### config.mk
export PLATFORM = sky130hd
export DESIGN_NAME = cdv_top
export DESIGN_NICKNAME = d
export VERILOG_FILES = /design/src/hdl/cdv_pkg.sv /design/src/hdl/cdv_tap.sv /design/src/hdl/cdv_axi.sv /design/src/hdl/cdv_top.sv
export SDC_FILE = /design/constraint.sdc
export NUM_CORES = 1
export LEC_CHECK = 0
export ABC_CLOCK_PERIOD_IN_PS = 4700
export BUFFER_PORTS_ARGS = -buffer_cell sky130_fd_sc_hd__clkbuf_2
export CAP_MARGIN = 20
export CORE_MARGIN = 10
export CORE_UTILIZATION = 47
export DETAILED_ROUTE_END_ITERATION = 8
export PLACE_DENSITY = 0.77
export SYNTH_ARGS = -nofsm -noshare
export SYNTH_HDL_FRONTEND = slang
export SYNTH_SLANG_ARGS = --single-unit
### constraint.sdc
create_clock -name aclk -period 4.7 [get_ports aclk]
set_input_delay 0.235 -clock aclk [delete_from_list [all_inputs] [get_ports aclk]]
set_output_delay 0.235 -clock aclk [all_outputs]
set_load 0.05 [all_outputs]
### src/hdl/cdv_pkg.sv
// constants and types shared by the clock divider block
package cdv_pkg;

	localparam logic [31:0] CDV_CTRL_OFFSET = 32'h00000000;
	localparam logic [31:0] CDV_STAT_OFFSET = 32'h00000004;

	localparam int CDV_CTRL_MR_BIT = 0;
	localparam int CDV_CTRL_STOP_BIT = 1;
	localparam int CDV_CTRL_SEL_A_BIT = 2;
	localparam int CDV_CTRL_SEL_B_BIT = 3;
	localparam logic [3:0] CDV_CTRL_RESET = 4'h0;

	localparam int CDV_STAT_PHASE_LSB = 0;
	localparam int CDV_STAT_FIRST_BIT = 4;
	localparam int CDV_STAT_SECOND_BIT = 5;
	localparam int CDV_STAT_STOP_BIT = 6;

	localparam int CDV_PHASE_W = 4;
	localparam logic [3:0] CDV_PHASE_RESET = 4'h0;
	localparam logic [3:0] CDV_PHASE_LAST = 4'hB;
	localparam logic [3:0] CDV_PHASE_STEP = 4'h1;

	localparam logic [3:0] CDV_FIRST_LO_HALF = 4'h1;
	localparam logic [3:0] CDV_FIRST_HI_HALF = 4'h2;
	localparam logic [3:0] CDV_SECOND_LO_HALF = 4'h2;
	localparam logic [3:0] CDV_SECOND_HI_HALF = 4'h3;

	localparam logic CDV_Q_RESET = 1'b0;
	localparam logic CDV_STOP_RESET = 1'b0;

	typedef struct packed {
		logic second_pair_ratio_select;
		logic first_pair_ratio_select;
		logic stop;
		logic master_reset;
	} cdv_ctrl_s;

	typedef struct packed {
		logic stopped;
		logic second_level;
		logic first_level;
		logic [3:0] phase;
	} cdv_stat_s;

	typedef enum logic [1:0] {
		CDV_RESP_OKAY = 2'b00,
		CDV_RESP_SLVERR = 2'b10
	} cdv_resp_e;

endpackage

### src/hdl/cdv_tap.sv
// one differential output pair driven from the shared phase counter
`timescale 1ns/1ps
module cdv_tap import cdv_pkg::*; #(
	parameter logic [3:0] LO_HALF = 4'h1,
	parameter logic [3:0] HI_HALF = 4'h2
) (
	input wire logic aclk,
	input wire logic aresetn,
	input wire logic master_reset,
	input wire logic advance,
	input wire logic ratio_sel,
	input wire logic [3:0] phase_next,
	output logic [1:0] q,
	output logic [1:0] q_n
);
	wire logic [3:0] half;
	wire logic [4:0] period;
	wire logic [4:0] rem;
	wire logic level;

	assign half = ratio_sel ? HI_HALF : LO_HALF;
	assign period = {half, 1'b0};
	// period always divides twelve, so all pairs meet at phase zero
	assign rem = {1'b0, phase_next} % period;
	assign level = rem >= {1'b0, half};

	always_ff @(posedge aclk) begin
		if (!aresetn || master_reset) begin
			q <= {2{CDV_Q_RESET}};
			q_n <= {2{~CDV_Q_RESET}};
		end else if (advance) begin
			q <= {2{level}};
			q_n <= {2{~level}};
		end
	end
endmodule // cdv_tap

### src/hdl/cdv_axi.sv
// axi4-lite slave holding the control and status registers
//
// The placing of the registers and the AXI4-Lite interface to the registers were chosen for this implementation.
`timescale 1ns/1ps
module cdv_axi import cdv_pkg::*; (
	input wire logic aclk,
	input wire logic aresetn,
	input wire logic [31:0] awaddr,
	input wire logic awvalid,
	output logic awready,
	input wire logic [31:0] wdata,
	input wire logic [3:0] wstrb,
	input wire logic wvalid,
	output logic wready,
	output logic [1:0] bresp,
	output logic bvalid,
	input wire logic bready,
	input wire logic [31:0] araddr,
	input wire logic arvalid,
	output logic arready,
	output logic [31:0] rdata,
	output logic [1:0] rresp,
	output logic rvalid,
	input wire logic rready,
	input wire cdv_stat_s stat,
	output cdv_ctrl_s ctrl
);
	logic aw_got_reg;
	logic w_got_reg;
	logic [31:0] waddr_reg;
	logic [31:0] wdata_reg;
	logic wstrb0_reg;
	cdv_ctrl_s ctrl_reg;

	wire logic aw_take;
	wire logic w_take;
	wire logic wr_do;
	wire logic wr_ctrl;
	wire logic wr_hit;
	wire logic ar_take;
	wire logic rd_ctrl;
	wire logic rd_stat;
	wire logic [31:0] rd_word;

	assign aw_take = awvalid && awready;
	assign w_take = wvalid && wready;
	assign wr_do = aw_got_reg && w_got_reg && !bvalid;
	assign wr_ctrl = waddr_reg[31:2] == CDV_CTRL_OFFSET[31:2];
	assign wr_hit = wr_ctrl || waddr_reg[31:2] == CDV_STAT_OFFSET[31:2];
	assign ar_take = arvalid && arready;
	assign rd_ctrl = araddr[31:2] == CDV_CTRL_OFFSET[31:2];
	assign rd_stat = araddr[31:2] == CDV_STAT_OFFSET[31:2];
	assign rd_word = rd_ctrl ? {28'h0000000, ctrl_reg} :
		rd_stat ? {25'h0000000, stat} : 32'h00000000;
	assign ctrl = ctrl_reg;

	// address and data may arrive in either order
	always_ff @(posedge aclk) begin
		if (!aresetn) begin
			aw_got_reg <= 1'b0;
			awready <= 1'b0;
			waddr_reg <= 32'h00000000;
		end else begin
			awready <= !aw_got_reg && !aw_take && !bvalid;
			if (aw_take) begin
				aw_got_reg <= 1'b1;
				waddr_reg <= awaddr;
			end else if (wr_do) begin
				aw_got_reg <= 1'b0;
			end
		end
	end

	always_ff @(posedge aclk) begin
		if (!aresetn) begin
			w_got_reg <= 1'b0;
			wready <= 1'b0;
			wdata_reg <= 32'h00000000;
			wstrb0_reg <= 1'b0;
		end else begin
			wready <= !w_got_reg && !w_take && !bvalid;
			if (w_take) begin
				w_got_reg <= 1'b1;
				wdata_reg <= wdata;
				wstrb0_reg <= wstrb[0];
			end else if (wr_do) begin
				w_got_reg <= 1'b0;
			end
		end
	end

	always_ff @(posedge aclk) begin
		if (!aresetn) begin
			ctrl_reg <= CDV_CTRL_RESET;
			bvalid <= 1'b0;
			bresp <= CDV_RESP_OKAY;
		end else if (wr_do) begin
			bvalid <= 1'b1;
			bresp <= wr_hit ? CDV_RESP_OKAY : CDV_RESP_SLVERR;
			if (wr_ctrl && wstrb0_reg) begin
				ctrl_reg <= wdata_reg[3:0];
			end
		end else if (bvalid && bready) begin
			bvalid <= 1'b0;
		end
	end

	always_ff @(posedge aclk) begin
		if (!aresetn) begin
			arready <= 1'b0;
			rvalid <= 1'b0;
			rdata <= 32'h00000000;
			rresp <= CDV_RESP_OKAY;
		end else begin
			arready <= !rvalid && !ar_take;
			if (ar_take) begin
				rvalid <= 1'b1;
				rdata <= rd_word;
				rresp <= (rd_ctrl || rd_stat) ? CDV_RESP_OKAY :
					CDV_RESP_SLVERR;
			end else if (rvalid && rready) begin
				rvalid <= 1'b0;
			end
		end
	end
endmodule // cdv_axi

### src/hdl/cdv_top.sv
// synchronous divide by 2/4 and 4/6 clock generator with register access
`timescale 1ns/1ps
// Summary of operation
// - all divider stages step on the same input clock edge
// - enable changes only act while the internal clock is low
// - enable is captured by a falling-edge flip-flop
// - both pairs stay in step by construction without any reset
// - enable low, reset low: dividers advance on each rising edge
// - enable high: outputs freeze at their present state
// - master reset high forces all four outputs to reset state
// - first pair divides by 2 when select low, by 4 when high
// - two differential 2/4 outputs and two differential 4/6 outputs
module cdv_top import cdv_pkg::*; (
	input wire logic aclk,
	input wire logic aresetn,
	input wire logic [31:0] awaddr,
	input wire logic awvalid,
	output logic awready,
	input wire logic [31:0] wdata,
	input wire logic [3:0] wstrb,
	input wire logic wvalid,
	output logic wready,
	output logic [1:0] bresp,
	output logic bvalid,
	input wire logic bready,
	input wire logic [31:0] araddr,
	input wire logic arvalid,
	output logic arready,
	output logic [31:0] rdata,
	output logic [1:0] rresp,
	output logic rvalid,
	input wire logic rready,
	output logic [1:0] half_quarter_outputs,
	output logic [1:0] half_quarter_outputs_n,
	output logic [1:0] quarter_sixth_outputs,
	output logic [1:0] quarter_sixth_outputs_n
);
	cdv_ctrl_s ctrl;
	cdv_stat_s stat;
	logic stop_fall_reg;
	logic [3:0] phase_reg;

	wire logic advance;
	wire logic [3:0] phase_next;

	cdv_axi u_axi (
		.aclk(aclk),
		.aresetn(aresetn),
		.awaddr(awaddr),
		.awvalid(awvalid),
		.awready(awready),
		.wdata(wdata),
		.wstrb(wstrb),
		.wvalid(wvalid),
		.wready(wready),
		.bresp(bresp),
		.bvalid(bvalid),
		.bready(bready),
		.araddr(araddr),
		.arvalid(arvalid),
		.arready(arready),
		.rdata(rdata),
		.rresp(rresp),
		.rvalid(rvalid),
		.rready(rready),
		.stat(stat),
		.ctrl(ctrl)
	);

	// sampled on the falling edge so a stop never clips a high phase
	always_ff @(negedge aclk) begin
		if (!aresetn) begin
			stop_fall_reg <= CDV_STOP_RESET;
		end else begin
			stop_fall_reg <= ctrl.stop;
		end
	end

	assign advance = !stop_fall_reg && !ctrl.master_reset;
	assign phase_next = (phase_reg == CDV_PHASE_LAST) ? CDV_PHASE_RESET :
		phase_reg + CDV_PHASE_STEP;

	// one shared counter feeds both pairs, keeping them aligned
	always_ff @(posedge aclk) begin
		if (!aresetn || ctrl.master_reset) begin
			phase_reg <= CDV_PHASE_RESET;
		end else if (advance) begin
			phase_reg <= phase_next;
		end
	end

	assign stat = '{stopped: stop_fall_reg,
		second_level: quarter_sixth_outputs[0],
		first_level: half_quarter_outputs[0],
		phase: phase_reg};

	cdv_tap #(
		.LO_HALF(CDV_FIRST_LO_HALF),
		.HI_HALF(CDV_FIRST_HI_HALF)
	) u_first (
		.aclk(aclk),
		.aresetn(aresetn),
		.master_reset(ctrl.master_reset),
		.advance(advance),
		.ratio_sel(ctrl.first_pair_ratio_select),
		.phase_next(phase_next),
		.q(half_quarter_outputs),
		.q_n(half_quarter_outputs_n)
	);

	cdv_tap #(
		.LO_HALF(CDV_SECOND_LO_HALF),
		.HI_HALF(CDV_SECOND_HI_HALF)
	) u_second (
		.aclk(aclk),
		.aresetn(aresetn),
		.master_reset(ctrl.master_reset),
		.advance(advance),
		.ratio_sel(ctrl.second_pair_ratio_select),
		.phase_next(phase_next),
		.q(quarter_sixth_outputs),
		.q_n(quarter_sixth_outputs_n)
	);
endmodule // cdv_top

==> results of run 1 <==
cell families after synthesis:
logic type	after synthesis
flops	64
simple gates	163
other cells	1
fa+ha+maj	16
buf+inv	65
xor+xnor	2
mux	12
compound gates	77
per-layer routing:
metal / track usage, % / vias up
met5: 0 / -
met4: 5.10 / 0
met3: 5.84 / 10
met2: 24.8 / 72
met1: 14.4 / 1305
li1: - / 1468
worst max-delay path by stage:
stage	startpoint	to	slack, ns
4_1_cts	phase_reg[0]	u_first.q_n[0]	0.12
3_5_place_dp	phase_reg[0]	u_first.q_n[0]	0.15
2_1_floorplan	phase_reg[0]	u_first.q_n[0]	0.59
5_1_grt	phase_reg[1]	u_first.q_n[0]	-0.02
6_report	phase_reg[1]	u_first.q_n[0]	0.30
3_3_place_gp	phase_reg[0]	u_first.q_n[0]	0.34
stage by stage:
step / hold slack, ns / worst slack [ns] / std cells
after global placement: 0.410 / 0.339 / 565
after detailed placement: 0.413 / 0.154 / 565
after CTS: 0.108 / 0.124 / 581
final: 0.119 / 0.298 / 581
after floorplan: 0.380 / 0.591 / 426
after global routing: 0.117 / -0.0171 / 581
tightest hold or removal path, stage by stage:
cell,delay (ns)
clkbuf_2,0.08
nand2_1,0.04
a21boi_0,0.06
cells in the final DEF, fill, tap and decap left out, types with 2 or more instances in the layout:
| master | netlist | layout |
|---|---|---|
| or2b_1 | 2 | 2 |
| mux2i_1 | 11 | 11 |
| ha_1 | 16 | 15 |
| clkbuf_1 | 17 | 2 |
| a21boi_0 | 37 | 37 |
| nand2_1 | 79 | 79 |
| a22oi_1 | 3 | 3 |
| inv_2 | 2 | 2 |
| nand4_1 | 3 | 3 |
| nor2_1 | 14 | 13 |
| o21ai_0 | 10 | 9 |
| a211o_1 | 2 | 2 |
| clkbuf_2 | 1 | 93 |
| a211oi_1 | 3 | 3 |
| clkbuf_8 | 0 | 11 |
| dfxtp_1 | 64 | 63 |
| nand2b_1 | 5 | 5 |
| nor2b_1 | 9 | 9 |
| inv_1 | 11 | 11 |
| or4_1 | 2 | 2 |
| o21a_1 | 4 | 4 |
| nand3_1 | 6 | 6 |
| a21oi_1 | 6 | 6 |
| nor4_1 | 14 | 14 |
| nor3b_1 | 2 | 2 |
| conb_1 | 1 | 27 |
| buf_4 | 32 | 2 |
| and2_1 | 9 | 9 |
| nor3_1 | 8 | 8 |
layout make-up:
type / instances / area, sq um / area share, %
Multi-Input combinational cell: 297 / 1830 / 46.3
Sequential cell: 64 / 1280 / 32.4
Clock buffer: 14 / 184 / 4.65
Timing Repair Buffer: 95 / 480 / 12.1
Inverter: 12 / 45.0 / 1.14
Tap cell: 96 / 120 / 3.03
Clock inverter: 3 / 15.0 / 0.379
power groups by stage:
stage | registers [W] | logic (W) | clock network, W
2_1_floorplan | 0.000626 | 0.000207 | 0.00000266
3_3_place_gp | 0.000600 | 0.000272 | 0.00000266
3_5_place_dp | 0.000601 | 0.000277 | 0.00000266
4_1_cts | 0.000589 | 0.000279 | 0.000480
5_1_grt | 0.000593 | 0.000304 | 0.000503
6_report | 0.000589 | 0.000279 | 0.000470
repair_timing:
action | CTS | global route
setup endpoints to repair | 0 | 2
hold buffers | 0 | 0
resized for setup | 0 | 4
==> metrics.yaml, run 1 <==
logic_synthesis:
  synth_largest_type_area_fraction_pct: 37.9
  synth.cells.most_frequent: "79 x nand2_1, 64 x dfxtp_1, 37 x a21boi_0, 32 x buf_4, 17 x clkbuf_1"
  synth_async_sr_flop_share_pct: 0
  syn_area_sq_um: 3380
  post-synth-top-count-cell: "nand2_1"
  synthDistinctLibCells: 55
  number_of_flops_mapped_to_enable_cells_by_yosys: 0
  largest_family_of_logic_cells_by_synthesized_area: "simple AND/OR/NAND/NOR gates"
  synth_adder_area_share_pct: 5.92
  yosys.area_share.xor_xnor_pct: 0.518
  yosys-top-cells-area: "dfxtp_1 38%, nand2_1 8.8%, a21boi_0 8.2%"
  synth-seq-cells: 64
  post_synth_mux_area_share_pct: 3.70
  yosys.area.top_type: "dfxtp_1"
  yosys_warnings: 0
  synth-simple-area-share_pct: 23.7
  synth_compound_gate_area_share_pct: 17.2
  post_synth.cell_area_avg_sq_um: 8.46
  synth_ff_type: "dfxtp_1"
  syn-instance-count: 400
  synth.yosys.seq_area_share_pct: 37.9
power_and_ir_drop:
  swShare_pct: 31.7
  maximum_vdd_drop_mv: 0.206
  power.combinational.fraction_pct: 20.8
  p_switching_w: 0.000424
  clockPowerShare_pct: 35.1
  seq_power_share_pct: 44.0
  p_leak_nw: 1.74
  pwr_density_cell_nw_per_um2: 338
  internal-power_w: 0.000914
  p_total_w: 0.00134
sta:
  period_share_pct: 93.6
  slew_at_the_pin_with_the_worst_max_slew_slack_ns: 1.01
  finalHoldViolations: 0
  setup-violations-final: 0
  maxSlewViolCount: 0
  layout_min_cycle_time_ns: 4.40
  max_slew_headroom_pct: 32.6
  totalNegativeSetupSlack_ns: 0
  timing.clock.skew_ns: 0.0424
  achievable-frequency_ghz: 0.227
worst_setup_path:
  worst_r2r_end: "u_first.q_n[0]"
  crit_path_end_kind: "register"
  critPathLaunchType: "register"
  crit_arrival_ns: 4.63
  cp_cell_sequence: "ha_2 -> or3b_1 -> o211a_2 -> inv_2 -> ha_1 -> inv_1 -> a41oi_4 -> o21ai_1 -> nand2_1 -> o21ai_0 -> ha_1 -> o21a_1 -> nor2_2 -> o31ai_1 -> mux2i_1 -> ha_1 -> o21a_1 -> nor3_1 -> mux2i_1 -> mux2_4 -> a221o_1"
  total_buffers_and_inverters_traversed_by_the_critical_path: 2
  worst_r2r_startpoint: "phase_reg[1]"
  crit_required_ns: 4.93
  setup_crit_path_kind: "register to register"
  critical_path.slowest_cell: "dfxtp_1"
  cp_top_family: "compound AO/OA/AOI/OAI gates"
  r2r_setup_slack_ns: 0.30
  number_of_gates_on_the_worst_path_with_buffers_counted: 21
  reg2reg_depth: 21
  cpMostUsedCell: "ha_1"
  worstPathMaxFanout: 6
  critical-path-max-stage-delay_ns: 0.43
placed_design:
  dp_hpwl_um: 6110
  place_congestion: 0.840
  postPlaceCellArea_sq_um: 3760
  portBuffers: 93
global_routing:
  grt_pass1_vias: 2978
  global_route_wire_length_before_repair_um: 13100
  initial_antenna_violation_count: 0
  all_layer_global_routing_usage_pct: 14.0
  grt-ovfl-total: 0
  maximum_number_of_pins_on_one_net_before_global_route_repair: 57
floorplanning:
  die_area_sq_um: 11000
  initial_core_util_pct: 49.0
  die_h_um: 105
  floorplan.rows: 30
  fp.dieW_um: 105
  pin_count: 156
  floorplan.core_area_sq_um: 6910
clock_tree:
  post-cts-setup-buffer-count: 0
  root_buffer: "clkbuf_8"
  worstSkewPairLatency_ns: 0.37
  cts_tree: "yes"
  numClockSinks: 64
  cts.reportedPaths.clkPinSlew_ns: 0.07
  tritoncts.num_buffers: 9
  htree_levels: 3
  clk_path_buf_depth: 2
drt:
  routed.top_layer: "met4"
  detail_route.first_pass.iterations: 5
  dr_total_vias: 2855
  met2WireLength_um: 4010
  wire_per_inst_um: 13.8
  route.met3.wl_um: 608
  totalWireLength_um: 8030
  detailed_route_iter0_violations: 71
  drt-met1-wl_um: 3310
  final_routed_drc_violation_total: 0
  routed_via_density: 4.91
  antenna_violating_nets_post_route: 0
cells_and_area:
  layout.cell_area.non_filler_sq_um: 3960
  final_nets: 603
  final_core_util_pct: 57.3
  filler_cell_count: 656
  num_antenna_cells: 0
  largest_register_ffs: 30
  final_layout_size_suffix_gt1_share_pct: 24.9
  syn2layout_area_growth_pct: 17.0
min_path:
  worstHoldEndpoint: "u_axi.waddr_reg[15]"
  worstHoldPathCells: 3
  worstHoldPathType: "input pin to register"
  holdCritStartpoint: "awaddr[15]"
job:
  drv.max_cap_violation_count: 0
status:
  outcome: "finished, final reports clean"
No activity file was read; power rests on OpenSTA's default activity.
==> inputs of run 2 (changes only) <==
- ABC_CLOCK_PERIOD_IN_PS: 4700 -> 5380
- CORE_UTILIZATION: 47 -> 51
- PLACE_DENSITY: 0.77 -> 0.83
- SLEW_MARGIN: default -> 10
- clock period: 4.7 -> 5.38 ns (I/O delays scaled with it)
==> run 2 against run 1 <==
  * Sequential cell count stayed put
  * Worst setup slack better by 0.48 ns
  * Sequential share of layout area is 0.061 points higher
  * Clock power is 1% higher
  * Die area is 6.4% lower
  * Largest power group unchanged
  * Via count is 1.2% higher
  * Core utilization is 4.5 points higher
  * Clock skew is 0.0023 ns lower
  * Non-clock buffer count is 2 lower
  * Combinational power is 13% lower
==> metrics.yaml, run 2 (synthesized netlist as in run 1, its figures left out) <==
sta:
  max_slew_headroom_pct: 33.8
  finalHoldViolations: 0
  totalNegativeSetupSlack_ns: 0
  layout_min_cycle_time_ns: 4.61
  achievable-frequency_ghz: 0.217
  maxSlewViolCount: 0
  period_share_pct: 85.6
  timing.clock.skew_ns: 0.0401
  rsz_0062_raised_after_global_routing: "no"
  setup-violations-final: 0
  slew_at_the_pin_with_the_worst_max_slew_slack_ns: 0.993
worst_setup_path:
  cpMostUsedCell: "ha_1"
  setup_crit_path_kind: "register to register"
  worstPathMaxFanout: 7
  crit_required_ns: 5.63
  r2r_setup_slack_ns: 0.77
  critical-path-max-stage-delay_ns: 0.38
  crit_arrival_ns: 4.85
  critPathCapture: "u_first.q_n[0]"
  worst_r2r_end: "u_first.q_n[0]"
  crit_path_end_kind: "register"
  number_of_gates_on_the_worst_path_with_buffers_counted: 20
  worst_r2r_startpoint: "phase_reg[0]"
  worstSetupStartpoint: "phase_reg[0]"
  critPathLaunchType: "register"
  critical_path.slowest_cell: "or3b_1"
  cp_top_family: "compound AO/OA/AOI/OAI gates"
  total_buffers_and_inverters_traversed_by_the_critical_path: 2
  cp_cell_sequence: "ha_1 -> or3b_1 -> o211a_2 -> inv_2 -> ha_1 -> inv_1 -> a41oi_4 -> o21ai_0 -> o21ai_0 -> ha_1 -> o21a_1 -> nor2_1 -> o31ai_1 -> mux2i_1 -> ha_1 -> o21a_1 -> nor3_1 -> mux2i_1 -> mux2_4 -> a221o_1"
  reg2reg_depth: 20
cells_and_area:
  most_common_library_cell_in_the_layout_ignoring_fill_and_taps: "clkbuf_2"
  final_nets: 601
  filler_cell_count: 561
  final_layout_size_suffix_gt1_share_pct: 24.4
  syn2layout_area_growth_pct: 16.7
  area_taken_by_multi_input_logic_gates_sq_um: 1830
  num_antenna_cells: 0
  layout.area.seq_sq_um: 1280
  largest_register_ffs: 30
  layoutNonFillerInstCount: 560
  mostFrequentLayoutCells: "93 x clkbuf_2, 79 x nand2_1, 64 x dfxtp_1, 37 x a21boi_0, 27 x conb_1"
drt:
  antenna_violating_nets_post_route: 0
  routed_via_density: 5.16
  wire_per_inst_um: 13.8
  detailed_route_iter0_violations: 80
  detail_route.first_pass.iterations: 4
  final_routed_drc_violation_total: 0
  dr_total_vias: 2888
  totalWireLength_um: 7730
global_routing:
  grt_use_met3_pct: 6.13
  groute.layer.met2.usage_pct: 26.8
  maximum_number_of_pins_on_one_net_before_global_route_repair: 57
  global_route_wire_length_before_repair_um: 12900
  gr-usage-met1_pct: 15.5
  grt_pass1_vias: 2964
  initial_antenna_violation_count: 0
  grt.busiest_layer: "met2"
  all_layer_global_routing_usage_pct: 15.1
  grt-ovfl-total: 0
power_and_ir_drop:
  maximum_vdd_drop_mv: 0.216
  p_leak_nw: 1.75
  pwr_density_cell_nw_per_um2: 313
floorplanning:
  floorplan.core_area_sq_um: 6390
  die_area_sq_um: 10300
  floorplan.rows: 29
  die_h_um: 101
  pin_count: 156
  fp.dieW_um: 101
  initial_core_util_pct: 53.0
status:
  outcome: "finished, final reports clean"
clock_tree:
  post-cts-setup-buffer-count: 0
  ctsResizeCount: 0
  ctsHoldBuffers: 0
  clk_path_buf_depth: 2
  worstSkewPairLatency_ns: 0.38
  cts_tree: "yes"
  htree_levels: 3
  cts.reportedPaths.clkPinSlew_ns: 0.08
  numClockSinks: 64
  root_buffer: "clkbuf_8"
  tritoncts.num_buffers: 9
placed_design:
  portBuffers: 93
  dp_hpwl_um: 6000
  placed_cells_incl_taps: 544
  place_congestion: 0.813
job:
  drv.max_cap_violation_count: 0
min_path:
  worstHoldPathType: "input pin to register"
run 2: cell types whose count changed in the layout (fill, tap and decap cells not counted), moves of 2 or more:
cell,before,now
buf_4,2,0
bufinv_16,0,2
clkbuf_1,2,0
clkinv_4,0,2
run 2: where the power goes:
part,internal (W),leakage [nW],switching (W)
Clock,0.000277,0.122,0.000201
Sequential,0.000497,0.522,0.0000168
Combinational,0.0000786,1.10,0.000164
run 2: cell type report:
| class | count | area share (%) |
|---|---|---|
| clock inverter | 7 | 2.41 |
| tap | 77 | 2.44 |
| sequential | 64 | 32.5 |
| timing repair buffer | 93 | 11.8 |
| clock buffer | 10 | 3.49 |
| inverter | 12 | 1.14 |
| multi-input combinational | 297 | 46.3 |
run 2: stage by stage:
step	total power (W)	hold WS [ns]	utilization, %	worst slack (ns)	instance area (sq um)
6_report	0.00123	0.148	61.8	0.774	3950
5_1_grt	0.00130	0.156	61.8	0.384	3950
4_1_cts	0.00124	0.136	61.8	0.796	3950
3_5_place_dp	0.000769	0.423	58.2	0.838	3720
3_3_place_gp	0.000762	0.412	58.2	1.02	3720
2_1_floorplan	0.000730	0.401	-	1.27	3480
run 2: how the worst min path moves through the flow:
stage	startpoint	end	slack [ns]	cells past startpoint
2_1_floorplan	u_axi.aw_got_reg	u_axi.awready	0.40	1
3_3_place_gp	u_axi.aw_got_reg	u_axi.awready	0.41	1
3_5_place_dp	u_axi.w_got_reg	u_axi.wready	0.42	1
4_1_cts	awaddr[27]	u_axi.waddr_reg[27]	0.14	3
5_1_grt	awaddr[30]	u_axi.waddr_reg[30]	0.16	3
6_report	awaddr[27]	u_axi.waddr_reg[27]	0.15	3
run 2: routing by layer:
| metal | share of wire (%) | wire length [um] |
|---|---|---|
| met1 | 41 | 3150 |
| met2 | 48 | 3730 |
| met3 | 9.7 | 751 |
| met4 | 1.4 | 107 |
| met5 | 0 | 0 |
run 2: worst register-to-register path, delay by kind of cell (launching register included):
kind | cells | cell delay (ns)
buffers and inverters | 2 | 0.23
AOI/OAI and AO/OA | 8 | 1.47
and+or+nand+nor | 3 | 0.72
muxes | 3 | 0.54
adders and majority gates | 4 | 1.19
DFF | 1 | 0.37
==> inputs of run 3 (changes only) <==
==> constraint.sdc (replaced) <==
create_clock -name aclk -period 5.38 [get_ports aclk]
set_input_delay 0.807 -clock aclk [delete_from_list [all_inputs] [get_ports aclk]]
set_output_delay 0.807 -clock aclk [all_outputs]
set_load 0.05 [all_outputs]
==> run 3 against run 2 <==
  * Via count is 1.3% lower
  * Sequential power hardly changed
  * Routed wire length shrank 1.3%
  * Power down 1.6%
  * Largest power group unchanged
  * Core utilization about the same
  * Cell count stayed put
  * First-iteration DRC count shrank 18%
==> metrics.yaml, run 3 (synthesized netlist as in run 1, its figures left out) <==
worst_setup_path:
  crit_arrival_ns: 4.81
  r2r_setup_slack_ns: 0.80
  worst_r2r_startpoint: "phase_reg[0]"
  critPathCapture: "u_first.q_n[0]"
  worstPathMaxFanout: 7
  crit_required_ns: 5.60
  cp_top_family: "compound AO/OA/AOI/OAI gates"
  critical-path-max-stage-delay_ns: 0.37
  worstSetupStartpoint: "phase_reg[0]"
  reg2reg_depth: 21
  setup_crit_path_kind: "register to register"
  critPathLaunchType: "register"
  cpMostUsedCell: "ha_1"
  total_buffers_and_inverters_traversed_by_the_critical_path: 2
  critical_path.slowest_cell: "dfxtp_1"
  cp_cell_sequence: "ha_1 -> or3b_1 -> o211a_2 -> inv_2 -> ha_1 -> inv_1 -> a41oi_4 -> o21ai_0 -> nand2_1 -> o21ai_0 -> ha_1 -> o21a_1 -> nor2_1 -> o31ai_1 -> mux2i_1 -> ha_1 -> o21a_1 -> nor3_1 -> mux2i_1 -> mux2_4 -> a221o_1"
  worst_r2r_end: "u_first.q_n[0]"
  crit_path_end_kind: "register"
  number_of_gates_on_the_worst_path_with_buffers_counted: 21
power_and_ir_drop:
  p_leak_nw: 1.75
  pwr_density_cell_nw_per_um2: 308
  maximum_vdd_drop_mv: 0.218
  p_total_w: 0.00121
cells_and_area:
  mostFrequentLayoutCells: "93 x clkbuf_2, 79 x nand2_1, 64 x dfxtp_1, 37 x a21boi_0, 27 x conb_1"
  final_layout_size_suffix_gt1_share_pct: 24.2
  most_common_library_cell_in_the_layout_ignoring_fill_and_taps: "clkbuf_2"
  syn2layout_area_growth_pct: 16.6
  final_nets: 602
  layout.cell_area.non_filler_sq_um: 3950
  num_antenna_cells: 0
  largest_register_ffs: 30
sta:
  rsz_0062_raised_after_global_routing: "no"
  setup-violations-final: 0
  layout_min_cycle_time_ns: 4.58
  achievable-frequency_ghz: 0.218
  maxSlewViolCount: 0
  max_slew_headroom_pct: 34.1
  slew_at_the_pin_with_the_worst_max_slew_slack_ns: 0.988
  finalHoldWorstSlack_ns: 0.436
  finalHoldViolations: 0
  timing.clock.skew_ns: 0.0393
  period_share_pct: 85.2
  totalNegativeSetupSlack_ns: 0
floorplanning:
  initial_core_util_pct: 53.0
  die_area_sq_um: 10300
  floorplan.rows: 29
  fp.dieW_um: 101
  pin_count: 156
  die_h_um: 101
  floorplan.core_area_sq_um: 6390
clock_tree:
  cts.reportedPaths.clkPinSlew_ns: 0.07
  numClockSinks: 64
  htree_levels: 3
  tritoncts.num_buffers: 9
  cts_tree: "yes"
  ctsResizeCount: 0
  post-cts-setup-buffer-count: 0
  clk_path_buf_depth: 2
  ctsHoldBuffers: 0
  root_buffer: "clkbuf_8"
  worstSkewPairLatency_ns: 0.37
drt:
  totalWireLength_um: 7630
  final_routed_drc_violation_total: 0
  detailed_route_iter0_violations: 66
  routed_via_density: 5.09
  detail_route.first_pass.iterations: 4
  wire_per_inst_um: 13.6
  dr_total_vias: 2850
  antenna_violating_nets_post_route: 0
placed_design:
  place_congestion: 0.770
  dp_hpwl_um: 6070
  portBuffers: 93
  postPlaceCellArea_sq_um: 3730
min_path:
  worstHoldPathType: "register to register"
  holdCritStartpoint: "u_axi.aw_got_reg"
global_routing:
  grt-ovfl-total: 0
  initial_antenna_violation_count: 0
  maximum_number_of_pins_on_one_net_before_global_route_repair: 56
  grt_pass1_vias: 2942
  global_route_wire_length_before_repair_um: 12600
  all_layer_global_routing_usage_pct: 14.5
status:
  outcome: "finished, final reports clean"
job:
  drv.max_cap_violation_count: 0
run 3: cell count changes in the layout (fill, tap and decap cells not counted):
cell	before	now
buf_4	0	1
clkbuf_1	0	1
clkbuf_8	10	11
clkinv_4	2	0
inv_6	1	0
run 3: worst min-delay path by stage:
| stage | slack, ns | end | cells past startpoint |
|---|---|---|---|
| after floorplan | 0.40 | u_axi.awready | 1 |
| after global placement | 0.41 | u_axi.awready | 1 |
| after detailed placement | 0.43 | u_axi.awready | 1 |
| after CTS | 0.44 | u_axi.awready | 1 |
| after global routing | 0.45 | u_axi.awready | 1 |
| final | 0.44 | u_axi.awready | 1 |
run 3: layout make-up:
class                      count  area [sq um]
fill                         574          2440
multi-input combinational    297          1830
sequential                    64          1280
timing repair buffer          94           473
clock buffer                  12           155
tap                           77          96.3
clock inverter                 4          68.8
inverter                      12          45.0
run 3: through the flow:
step,setup WS (ns),instances,utilization (%)
finish,0.797,560,61.8
global route,0.495,560,61.8
CTS,0.809,560,61.8
detailed placement,0.830,545,58.3
global placement,1.01,545,58.3
floorplan,1.24,426,-
run 3: worst register-to-register path: cells and delay by family (launching register included):
kind | cells | cell delay [ns]
simple gates | 4 | 0.80
compound gates | 8 | 1.39
mux | 3 | 0.55
buf+inv | 2 | 0.23
fa+ha+maj | 4 | 1.14
flops | 1 | 0.37
run 3: power breakdown:
part / switching, W / total (W) / internal [W]
Clock: 0.000173 / 0.000457 / 0.000284
Sequential: 0.0000171 / 0.000515 / 0.000498
Combinational: 0.000164 / 0.000243 / 0.0000788
Total: 0.000354 / 0.00121 / 0.000860
run 3: metal layers:
layer / wire, um / track usage, % / part of all wire (%)
met2: 3740 / 26.4 / 49
met3: 737 / 5.79 / 9.7
met1: 3060 / 14.4 / 40
met5: 0 / 0 / 0
met4: 86 / 5.68 / 1.1
